===== config.mk =====
export PLATFORM = sky130hd
export DESIGN_NAME = epr_pump_relay_ctrl
export DESIGN_NICKNAME = d
export VERILOG_FILES = /design/src/epr_pump_relay_ctrl.v
export VERILOG_INCLUDE_DIRS = /design/src
export SDC_FILE = /design/constraint.sdc
export NUM_CORES = 1
export LEC_CHECK = 0
export BUFFER_PORTS_ARGS = -buffer_cell sky130_fd_sc_hd__buf_4
export CELL_PAD_IN_SITES_DETAIL_PLACEMENT = 0
export CELL_PAD_IN_SITES_GLOBAL_PLACEMENT = 2
export CORE_ASPECT_RATIO = 0.8
export CORE_MARGIN = 5
export CORE_UTILIZATION = 30
export CTS_CLUSTER_SIZE = 25
export DETAILED_ROUTE_END_ITERATION = 16
export PLACE_DENSITY_LB_ADDON = 0.12
export SLEW_MARGIN = 20
export SYNTH_ARGS = -nofsm -noshare
export SYNTH_HDL_FRONTEND = slang
export SYNTH_SLANG_ARGS = --single-unit

===== constraint.sdc =====
create_clock -name mclk -period 3.3 [get_ports mclk]
set_input_delay 0.66 -clock mclk [delete_from_list [all_inputs] [get_ports mclk]]
set_output_delay 0.66 -clock mclk [all_outputs]
set_load 0.005 [all_outputs]

===== src/epr_consts.vh =====
// Constants for the evaporator pump relay controller.
// Assumes a 40 MHz mclk and a 1 ms enable derived inside the controller.
`ifndef EPR_CONSTS_VH
`define EPR_CONSTS_VH

// Clock rate and the millisecond tick divider.
`define EPR_CLK_HZ          40000000
`define EPR_MS_DIV          40000
`define EPR_MS_DIV_W        16

// Timer widths: millisecond counter and off-delay in minutes.
`define EPR_MS_W            22
`define EPR_DELAY_MIN_W     5

// Flow-proving limits in seconds and off-delay cap in minutes, converted to milliseconds.
`define EPR_FLOW_NORM_S     1200
`define EPR_FLOW_OVR_S      255
`define EPR_MS_PER_S        1000
`define EPR_MS_PER_MIN      60000
`define EPR_DELAY_MAX_MIN   30

// Chiller mode codes.
`define EPR_MODE_W          10
`define EPR_MODE_AUTO       10'h3ff
`define EPR_MODE_RESET      10'h058
`define EPR_MODE_STOP       10'h000
`define EPR_MODE_EXT_STOP   10'h064
`define EPR_MODE_DISP_STOP  10'h258
`define EPR_MODE_BAS_STOP   10'h12c
`define EPR_MODE_LOW_AMB    10'h0c8
`define EPR_MODE_ICE_DONE   10'h065

`endif


===== src/epr_pump_relay_ctrl.v =====
// Evaporator pump relay controller: relay, off-delay and flow supervision.
// Assumes all inputs are synchronous to mclk and mode codes are stable.
`timescale 1ns/1ps
`include "epr_consts.vh"

module epr_pump_relay_ctrl (
  input  wire                          mclk,
  input  wire                          rst,
  input  wire [`EPR_MODE_W-1:0]        chiller_mode,
  input  wire [`EPR_DELAY_MIN_W-1:0]   off_delay_min,
  input  wire                          override_pump_on,
  input  wire                          evap_flow,
  input  wire                          diag_other,
  input  wire                          diag_low_water_temp,
  input  wire                          diag_lwt_sensor,
  input  wire                          diag_contactor_fail,
  output reg                           evap_pump_relay,
  output reg                           diag_flow_timeout,
  output reg                           diag_flow_lost,
  output reg                           stop_mode_active
);

  // Controller states, one-hot.
  localparam [3:0] ST_OFF   = 4'h1;
  localparam [3:0] ST_PROVE = 4'h2;
  localparam [3:0] ST_RUN   = 4'h4;
  localparam [3:0] ST_DELAY = 4'h8;

  // Timer constants at full integer width, cut to the timer width below.
  localparam [31:0] DELAY_CAP_FULL = `EPR_DELAY_MAX_MIN;
  localparam [31:0] PROVE_NORM_MS  = `EPR_FLOW_NORM_S * `EPR_MS_PER_S;
  localparam [31:0] PROVE_OVR_MS   = `EPR_FLOW_OVR_S * `EPR_MS_PER_S;
  localparam [`EPR_DELAY_MIN_W-1:0] DELAY_CAP =
    DELAY_CAP_FULL[`EPR_DELAY_MIN_W-1:0];

  reg [3:0]                   state;
  reg [3:0]                   next_state;
  reg [`EPR_MS_DIV_W-1:0]     div_cnt;
  reg                         ms_tick;
  reg [`EPR_MS_W-1:0]         ms_cnt;
  reg [`EPR_MS_W-1:0]         prove_limit;
  reg                         was_override;
  reg                         next_relay;
  reg                         clr_cnt;
  wire                        auto_mode;
  wire                        keep_diag;
  wire                        open_diag;
  wire                        hard_diag;
  wire                        any_diag;
  wire [31:0]                 delay_full;
  wire [`EPR_MS_W-1:0]        delay_ms;
  wire [`EPR_DELAY_MIN_W-1:0] delay_clip;

  // Auto mode, or an override safety, calls for the pump.
  assign auto_mode = (chiller_mode == `EPR_MODE_AUTO) | override_pump_on;

  // Diagnostics that leave the relay closed when they stand alone.
  assign keep_diag = diag_contactor_fail
                   | (diag_low_water_temp & ~diag_lwt_sensor);
  // Diagnostics that always open; a sensor fault also voids the low
  // water temperature exemption.
  assign hard_diag = diag_other | diag_lwt_sensor;
  // Any diagnostic opens the relay at once unless only exempt ones
  // stand. Heater supply and thermostat have no input here.
  assign any_diag  = diag_other | diag_lwt_sensor
                   | diag_low_water_temp | diag_contactor_fail;
  assign open_diag = any_diag & (hard_diag | ~keep_diag);

  // Off-delay clipped to thirty minutes, held in milliseconds.
  assign delay_clip = (off_delay_min > DELAY_CAP) ?
                      DELAY_CAP : off_delay_min;
  assign delay_full = delay_clip * `EPR_MS_PER_MIN;
  assign delay_ms   = delay_full[`EPR_MS_W-1:0];

  // Millisecond enable divider.
  always @(posedge mclk or posedge rst) begin
    if (rst) begin
      div_cnt <= {`EPR_MS_DIV_W{1'b0}};
      ms_tick <= 1'b0;
    end else if (div_cnt == `EPR_MS_DIV - 1) begin
      div_cnt <= {`EPR_MS_DIV_W{1'b0}};
      ms_tick <= 1'b1;
    end else begin
      div_cnt <= div_cnt + 1'b1;
      ms_tick <= 1'b0;
    end
  end

  // Next state and relay; the relay output is registered.
  always @* begin
    next_state = state;
    next_relay = 1'b0;
    clr_cnt    = 1'b0;
    case (state)
      ST_OFF: begin
        // While a flow timeout stands the relay stays open unless flow is seen,
        // for example from a pump run by another party.
        if (auto_mode && !open_diag &&
            (!diag_flow_timeout || evap_flow)) begin
          next_state = ST_PROVE;
          next_relay = 1'b1;
          clr_cnt    = 1'b1;
        end
      end
      ST_PROVE: begin
        next_relay = 1'b1;
        if (open_diag) begin
          next_state = ST_OFF;
          next_relay = 1'b0;
        end else if (!auto_mode) begin
          next_state = ST_DELAY;
          clr_cnt    = 1'b1;
        end else if (evap_flow) begin
          next_state = ST_RUN;
        end else if (ms_cnt >= prove_limit) begin
          next_state = ST_OFF;
          next_relay = 1'b0;
        end
      end
      ST_RUN: begin
        next_relay = 1'b1;
        if (open_diag) begin
          next_state = ST_OFF;
          next_relay = 1'b0;
        end else if (!auto_mode) begin
          next_state = ST_DELAY;
          clr_cnt    = 1'b1;
        end
      end
      ST_DELAY: begin
        next_relay = 1'b1;
        if (open_diag) begin
          next_state = ST_OFF;
          next_relay = 1'b0;
        end else if (auto_mode) begin
          next_state = evap_flow ? ST_RUN : ST_PROVE;
          clr_cnt    = 1'b1;
        end else if (ms_cnt >= delay_ms) begin
          next_state = ST_OFF;
          next_relay = 1'b0;
        end
      end
      default: begin
        next_state = ST_OFF;
      end
    endcase
  end

  // State, relay and millisecond timer registers.
  always @(posedge mclk or posedge rst) begin
    if (rst) begin
      state           <= ST_OFF;
      evap_pump_relay <= 1'b0;
      ms_cnt          <= {`EPR_MS_W{1'b0}};
      was_override    <= 1'b0;
    end else begin
      state           <= next_state;
      evap_pump_relay <= next_relay;
      if (clr_cnt) begin
        ms_cnt       <= {`EPR_MS_W{1'b0}};
        was_override <= override_pump_on;
      end else if (ms_tick && (ms_cnt != {`EPR_MS_W{1'b1}})) begin
        ms_cnt <= ms_cnt + 1'b1;
      end
    end
  end

  // Proving limit follows the kind of start.
  always @* begin
    if (was_override) begin
      prove_limit = PROVE_OVR_MS[`EPR_MS_W-1:0];
    end else begin
      prove_limit = PROVE_NORM_MS[`EPR_MS_W-1:0];
    end
  end

  // Flow diagnostics; both clear on their own when flow returns.  A
  // withdrawn run request also clears the timeout so a new start retries.
  always @(posedge mclk or posedge rst) begin
    if (rst) begin
      diag_flow_timeout <= 1'b0;
      diag_flow_lost    <= 1'b0;
    end else begin
      if (evap_flow) begin
        diag_flow_timeout <= 1'b0;
      end else if (state == ST_PROVE && next_state == ST_OFF &&
                   !open_diag) begin
        diag_flow_timeout <= 1'b1;
      end else if (!auto_mode) begin
        diag_flow_timeout <= 1'b0;
      end
      diag_flow_lost <= (state == ST_RUN) && auto_mode &&
                        !evap_flow;
    end
  end

  // Stop-mode indication for the listed pump-stopped codes.
  always @(posedge mclk or posedge rst) begin
    if (rst) begin
      stop_mode_active <= 1'b0;
    end else begin
      case (chiller_mode)
        `EPR_MODE_RESET, `EPR_MODE_STOP, `EPR_MODE_EXT_STOP,
        `EPR_MODE_DISP_STOP, `EPR_MODE_BAS_STOP, `EPR_MODE_LOW_AMB,
        `EPR_MODE_ICE_DONE: stop_mode_active <= 1'b1;
        default: stop_mode_active <= 1'b0;
      endcase
    end
  end

endmodule // epr_pump_relay_ctrl


# Word-level counts from Yosys, hierarchy flattened
# Index checks and enable logic that the tools add are counted.
[classes] add_sub_neg=2 mul=1 div_mod_pow=0 order_cmp=3 n_eq_ne=15 shift=0 n_mux=37 n_bitwise=10 n_reduce_logical=15
[op_table] op="2-to-1 mux 22 bit" n=2
[op_table] op="2-to-1 mux 4 bit" n=10
[op_table] op="== test 10 x 7 -> 1 bit, second input constant" n=3
[op_table] op="adder 22 x 1 -> 22 bit, second input constant" n=1
[op_table] op=">= comparator 22 x 21 -> 1 bit" n=1
[op_table] op=">= comparator 22 bit" n=1
[op_table] op="inequality test 22 bit, second input constant" n=1
[op_table] op="2-to-1 mux 21 bit" n=1
[op_table] op="== test 10 bit, second input constant" n=2
[op_table] op="2-to-1 mux 1 bit" n=18
[op_table] op="adder 16 x 1 -> 16 bit, second input constant" n=1
[op_table] op="== test 16 bit, second input constant" n=1
[op_table] op="multiplier 5 x 11 -> 16 bit, second input constant" n=1
[op_table] op="2-to-1 mux 16 bit" n=1
[op_table] op="one-hot mux 4 bit (4 select lines)" n=1
[op_table] op="== test 10 x 8 -> 1 bit, second input constant" n=1
[op_table] op="== test 10 x 9 -> 1 bit, second input constant" n=1
[op_table] op="logical NOT 10 bit" n=1
[op_table] op="== test 4 x 1 -> 1 bit, second input constant" n=2
[op_table] op="logical AND 1 bit" n=7
[op_table] op="OR reduction 7 bit" n=1
[op_table] op="OR 1 bit" n=6
[op_table] op="> comparator 5 bit, second input constant" n=1
[op_table] op="2-to-1 mux 5 bit" n=1
[op_table] op="13 further kinds" n=17
[word_totals] reg_bits=48 latch_bits=0 ram_bits=0 rom_bits=0 output_inout_bits=4 wordCells=92 memories=0

# Logic depth before layout (Yosys ltp)
[depth] depth_word=16 depth_mapped=22 depth_no_buf=22

# Least setup slack after synthesis
# Ideal clock, no wire load.
[synth_path] path_type="input to register" startpoint="input off_delay_min[1]" endpoint="register state[0]" setup_ns=0.094 arrival_time_ns=5.317 path_slack_ns=-2.111 path_stages=22 path_buffers=0 cell_sequence="ha_1 -> nand2_1 -> a41oi_1 -> or2_2 -> ha_1 -> xor2_1 -> ha_1 -> a21o_1 -> fa_1 -> ha_1 -> o2111a_1 -> o21a_1 -> a2111oi_0 -> a21oi_1 -> xnor2_1 -> ha_1 -> a21o_1 -> a211oi_1 -> o21ai_0 -> a21oi_1 -> a211oi_2 -> or4_1"
[synth_via] elab_chain_cells=8
[synth_rtl] element="start, declared" line="epr_pump_relay_ctrl.v:10" text="input wire [`EPR_DELAY_MIN_W-1:0] off_delay_min,"
[synth_rtl] element="> comparator 5 bit" line="epr_pump_relay_ctrl.v:70" text="assign delay_clip = (off_delay_min > DELAY_CAP) ?"
[synth_rtl] element="2-to-1 mux 5 bit (*)" line="epr_pump_relay_ctrl.v:70"
[synth_rtl] element="multiplier 5 x 11 -> 16 bit (no source line) (*)"
[synth_rtl] element=">= comparator 22 x 21 -> 1 bit (*)" line="epr_pump_relay_ctrl.v:138" text="end else if (ms_cnt >= delay_ms) begin"
[synth_rtl] element="2-to-1 mux 4 bit (*)" line="epr_pump_relay_ctrl.v:138"
[synth_rtl] element="2-to-1 mux 4 bit (*)" line="epr_pump_relay_ctrl.v:135" text="end else if (auto_mode) begin"
[synth_rtl] element="2-to-1 mux 4 bit (*)" line="epr_pump_relay_ctrl.v:132" text="if (open_diag) begin"
[synth_rtl] element="one-hot mux 4 bit (4 select lines) (*)" line="epr_pump_relay_ctrl.v:94" text="case (state)"
[synth_rtl] element="via next_state[0]" line="epr_pump_relay_ctrl.v:37" text="reg [3:0] next_state;"
[synth_rtl] element="end signal, assigned" line="epr_pump_relay_ctrl.v:157" text="state <= next_state;"
[synth_rtl] element="end, declared" line="epr_pump_relay_ctrl.v:36" text="reg [3:0] state;"
# Mark *: on every way through the listed nets, which the timed path passes. The rest lies on a longest branch.
# A chain may end at the register's enable or synchronous reset.

# Worst setup path in the final report
[layout_path] startpoint="input off_delay_min[2]" endpoint="register diag_flow_timeout"
[layout_via] elab_chain_cells=13
[layout_rtl] element="> comparator 5 bit" line="epr_pump_relay_ctrl.v:70"
[layout_rtl] element="2-to-1 mux 5 bit (*)" line="epr_pump_relay_ctrl.v:70"
[layout_rtl] element="multiplier 5 x 11 -> 16 bit (no source line) (*)"
[layout_rtl] element=">= comparator 22 x 21 -> 1 bit (*)" line="epr_pump_relay_ctrl.v:138"
[layout_rtl] element="2-to-1 mux 4 bit (*)" line="epr_pump_relay_ctrl.v:138"
[layout_rtl] element="2-to-1 mux 4 bit (*)" line="epr_pump_relay_ctrl.v:135"
[layout_rtl] element="2-to-1 mux 4 bit (*)" line="epr_pump_relay_ctrl.v:132"
[layout_rtl] element="one-hot mux 4 bit (4 select lines) (*)" line="epr_pump_relay_ctrl.v:94"
[layout_rtl] element="== test 4 x 1 -> 1 bit (*)" line="epr_pump_relay_ctrl.v:186" text="end else if (state == ST_PROVE && next_state == ST_OFF &&"
[layout_rtl] element="logical AND 1 bit (*) (2 in series)" line="epr_pump_relay_ctrl.v:186"
[layout_rtl] element="2-to-1 mux 1 bit" line="epr_pump_relay_ctrl.v:186"
[layout_rtl] element="2-to-1 mux 1 bit" line="epr_pump_relay_ctrl.v:184" text="if (evap_flow) begin"
[layout_rtl] element="end signal, assigned" line="epr_pump_relay_ctrl.v:185" text="diag_flow_timeout <= 1'b0;"
[layout_rtl] element="end signal, assigned" line="epr_pump_relay_ctrl.v:188" text="diag_flow_timeout <= 1'b1;"
[layout_rtl] element="end signal, assigned" line="epr_pump_relay_ctrl.v:190" text="diag_flow_timeout <= 1'b0;"
[layout_rtl] element="end, declared" line="epr_pump_relay_ctrl.v:18" text="output reg diag_flow_timeout,"
# Mark *: on every way between the ends. The rest lies on a longest branch, timed or not.

==> impl_metrics.tcl <==
set metrics [dict create \
    outcome "finished with violations" \
    violations "setup timing" \
    layout.nets 635 \
    vias 3476 \
    slowest_delay_ps 520 \
    start_util_pct 30.4 \
    grt_pass1_vias 3613 \
    drc_errors 0 \
    fin_area_um2 5410 \
    htree_levels 2 \
    rows 38 \
    antenna_found_initial 0 \
    ios 27 \
    routabilityCongestion 0.825 \
    slew_violations 0 \
    critical_path_required_ps 3530 \
    ir_drop_uv 299 \
    clk-insertion-delay-late_ps 290 \
    cap_violations 0 \
    hold_viol 0 \
    cts_sinks 48 \
    hold_path_class "register to register" \
    grt_max_degree 49 \
    nFillCells 1375 \
    path_class "primary input to register" \
    skew_ps 6.43 \
    synth_top_family_by_area "adder cells" \
    drive_gt1_share_pct 25.3 \
    max-slew-margin-rel_pct 48.8 \
    synth_seq_cells 48 \
    fin_crit_sh_pct 144 \
    fin_util_pct 40.0 \
    antenna_left 0 \
    setup_viol 4 \
    fin_crit_ps 4740 \
    worstSetupEndpointType "register" \
    die_area_um2 16100 \
    synth_area_um2 4110 \
    ys.flop_type "dfrtp_1" \
    hold_buffers 0 \
    synthXorXnorAreaFrac_pct 10.4 \
    crit_arrival_ps 4970 \
    synth_fp_nets 545 \
    synth.avg_cell_area_um2 9.11 \
    synth_edf_count 0 \
    grt_pass1_wl_mm 18.4 \
    synthCells 451 \
    path_cells "buf_8 > ha_4 > nand2_4 > a41oi_2 > or2_4 > ha_4 > xor2_2 > ha_2 > a21o_1 > fa_1 > ha_4 > buf_6 > and3_4 > a2111oi_4 > a21oi_2 > xnor2_1 > ha_1 > nand4b_1 > nor3_2 > nand3_1 > a211o_1 > a211oi_2 > o21a_1" \
    dieWidth_um 141 \
    rsz0062_at_grt "true" \
    dpl.hpwl_mm 8.48 \
    synth_cell_types 57 \
    total_power_mw 2.13 \
    synthAdderAreaFrac_pct 22.5 \
    worstMarginPinSlew_ps 749 \
    ys_async_sr_fraction_pct 100 \
    areaGrowthSynthToFinish_pct 31.6 \
    diodes 0 \
    die_h_um 115 \
    drt_wl_total_mm 10.6 \
    p_per_area_nw_per_um2 393 \
    crit_top_cell "ha_4" \
    crit_fanout 4 \
    slowest_stage "fa_1" \
    clock_path_buffers 2 \
    tritoncts "done" \
    timing.final.ws_setup_ps -1440 \
    yosys.area_share.simple_pct 21.7 \
    drt-initial-drc-count 168 \
    synth-compound-area-share_pct 12.7 \
    setup_tns_ps -5690 \
    leakage_nw 2.61 \
    numCtsBuffers 5 \
    cts-root-buf "clkbuf_16" \
    core_um2 13500 \
    clock.fmax_ghz 0.211 \
    post_drt_wl_per_cell_um 14.6 \
    io_buffers 24 \
    synth_warnings 0 \
    vias_per_cell 4.81 \
    first_pass_iters 4 \
    place_area_um2 5090 \
    grt_use_total_pct 14.1 \
    path_clk_slew_ps 70 \
    synthMuxAreaShare_pct 0 \
    seq_area_frac_synth_pct 29.3 \
    start_kind "primary input" \
    fin_hold_ws_ps 458 \
    grt_overflow 0 \
]
metal layers:
metal	up-vias	routed length (um)	GRT usage, %
met2	26	4330	20.7
met3	8	280	2.59
li1	1791	-	-
met1	1651	5880	21.6
met4	0	70	2.32
met5	-	0	0
critical path, delay by kind of cell:
family                   cells  cell delay (ps)
AO/OA/AOI/OAI                7             1390
XOR/XNOR                     2              280
adder cells (fa/ha/maj)      6             1550
buffers and inverters        2              220
AND/OR/NAND/NOR              6              880
cells in the final DEF, fill, tap and decap left out, drive strengths merged, types with 6 or more instances in the layout:
cell   synthesis  final
buf            2     85
ha            66     66
nor2          57     57
dfrtp         47     47
nand2         35     35
inv           34     35
xnor2         25     25
xor2          24     24
a21oi         17     17
nand3         16     16
nor3          12     12
nand4         11     11
o21ai         11     11
nor4           8      8
a21o           7      7
and3           6      6
path summary, 6_finish.rpt:
| path | start | to | slack [ps] | cells after the start |
|---|---|---|---|---|
| max | off_delay_min[2] | diag_flow_timeout$_DFFE_PP0P_ | -1440 | 23 |
| max reg2reg | was_override$_DFFE_PP0P_ | state[0]$_DFF_PP1_ | 470 | 8 |
| min | div_cnt[0]$_DFF_PP0_ | div_cnt[0]$_DFF_PP0_ | 460 | 1 |
| max in group asynchronous | rst | stop_mode_active$_DFF_PP0_ | 2330 | 3 |
| min in group asynchronous | rst | div_cnt[14]$_DFF_PP0_ | 540 | 3 |
| min reg2reg | div_cnt[0]$_DFF_PP0_ | div_cnt[0]$_DFF_PP0_ | 460 | 1 |
flip-flops by register name, indices dropped and copies added, names as in the netlist:
name	count
div_cnt	16
diag_flow_lost	1
evap_pump_relay	1
was_override	1
diag_flow_timeout	1
ms_cnt	22
state	4
stop_mode_active	1
ms_tick	1
through the flow:
step / cells / setup slack (ps)
2_1_floorplan: 451 / -1530
3_3_place_gp: 709 / -1890
3_5_place_dp: 709 / -1990
4_1_cts: 721 / -1460
5_1_grt: 722 / -1680
6_report: 722 / -1440
synth_stat cells (all sizes together) (3+ instances only):
cell type	count	area, um^2
nor3	12	65.1
and4	3	27.5
nor4	8	56.3
xnor2	25	219
and2	3	18.8
and3	6	38.8
xor2	24	210
inv	34	128
fa	5	100
a211oi	5	42.5
nand4	11	68.8
nand3	16	80.1
a21oi	17	85.1
nor2	57	214
o21ai	11	55.1
nand4b	3	26.3
or2	3	18.8
dfrtp	47	1180
nand2b	4	25.0
ha	66	826
o31ai	3	27.5
o21a	4	30.0
a211o	4	35.0
a31oi	5	31.3
nand2	35	131
a21o	7	52.6
where the power goes:
group | internal (mW) | total, mW | leakage (nW) | switching (mW)
combinational | 0.439 | 0.832 | 1.86 | 0.393
sequential | 0.593 | 0.605 | 0.649 | 0.0116
clock | 0.438 | 0.689 | 0.0944 | 0.252
total | 1.47 | 2.13 | 2.61 | 0.656
final cells by class:
type	count	area [um^2]	area share, %
clock buffer	5	125	2.31
clock inverter	3	68.8	1.27
inverter	34	128	2.36
multi-input combinational	367	3000	55.4
sequential	48	1200	22.2
tap	180	225	4.17
timing repair buffer	85	661	12.2
kinds of logic (layout without fill, tap and decap cells):
kind of cell               after synthesis  in the layout
AOI/OAI and AO/OA                       72             72
xor gates and xnor gates                49             49
adders and majority gates               71             71
buffers and inverters                   36            127
DFF                                     48             48
and+or+nand+nor                        175            175
timing repair:
action	4_1_cts	5_1_grt
buffers inserted	4	1
pin swaps	11	2
endpoints found under the setup margin	4	4
resized for setup	13	3
Note: power is estimated with default switching activity, not from simulation.
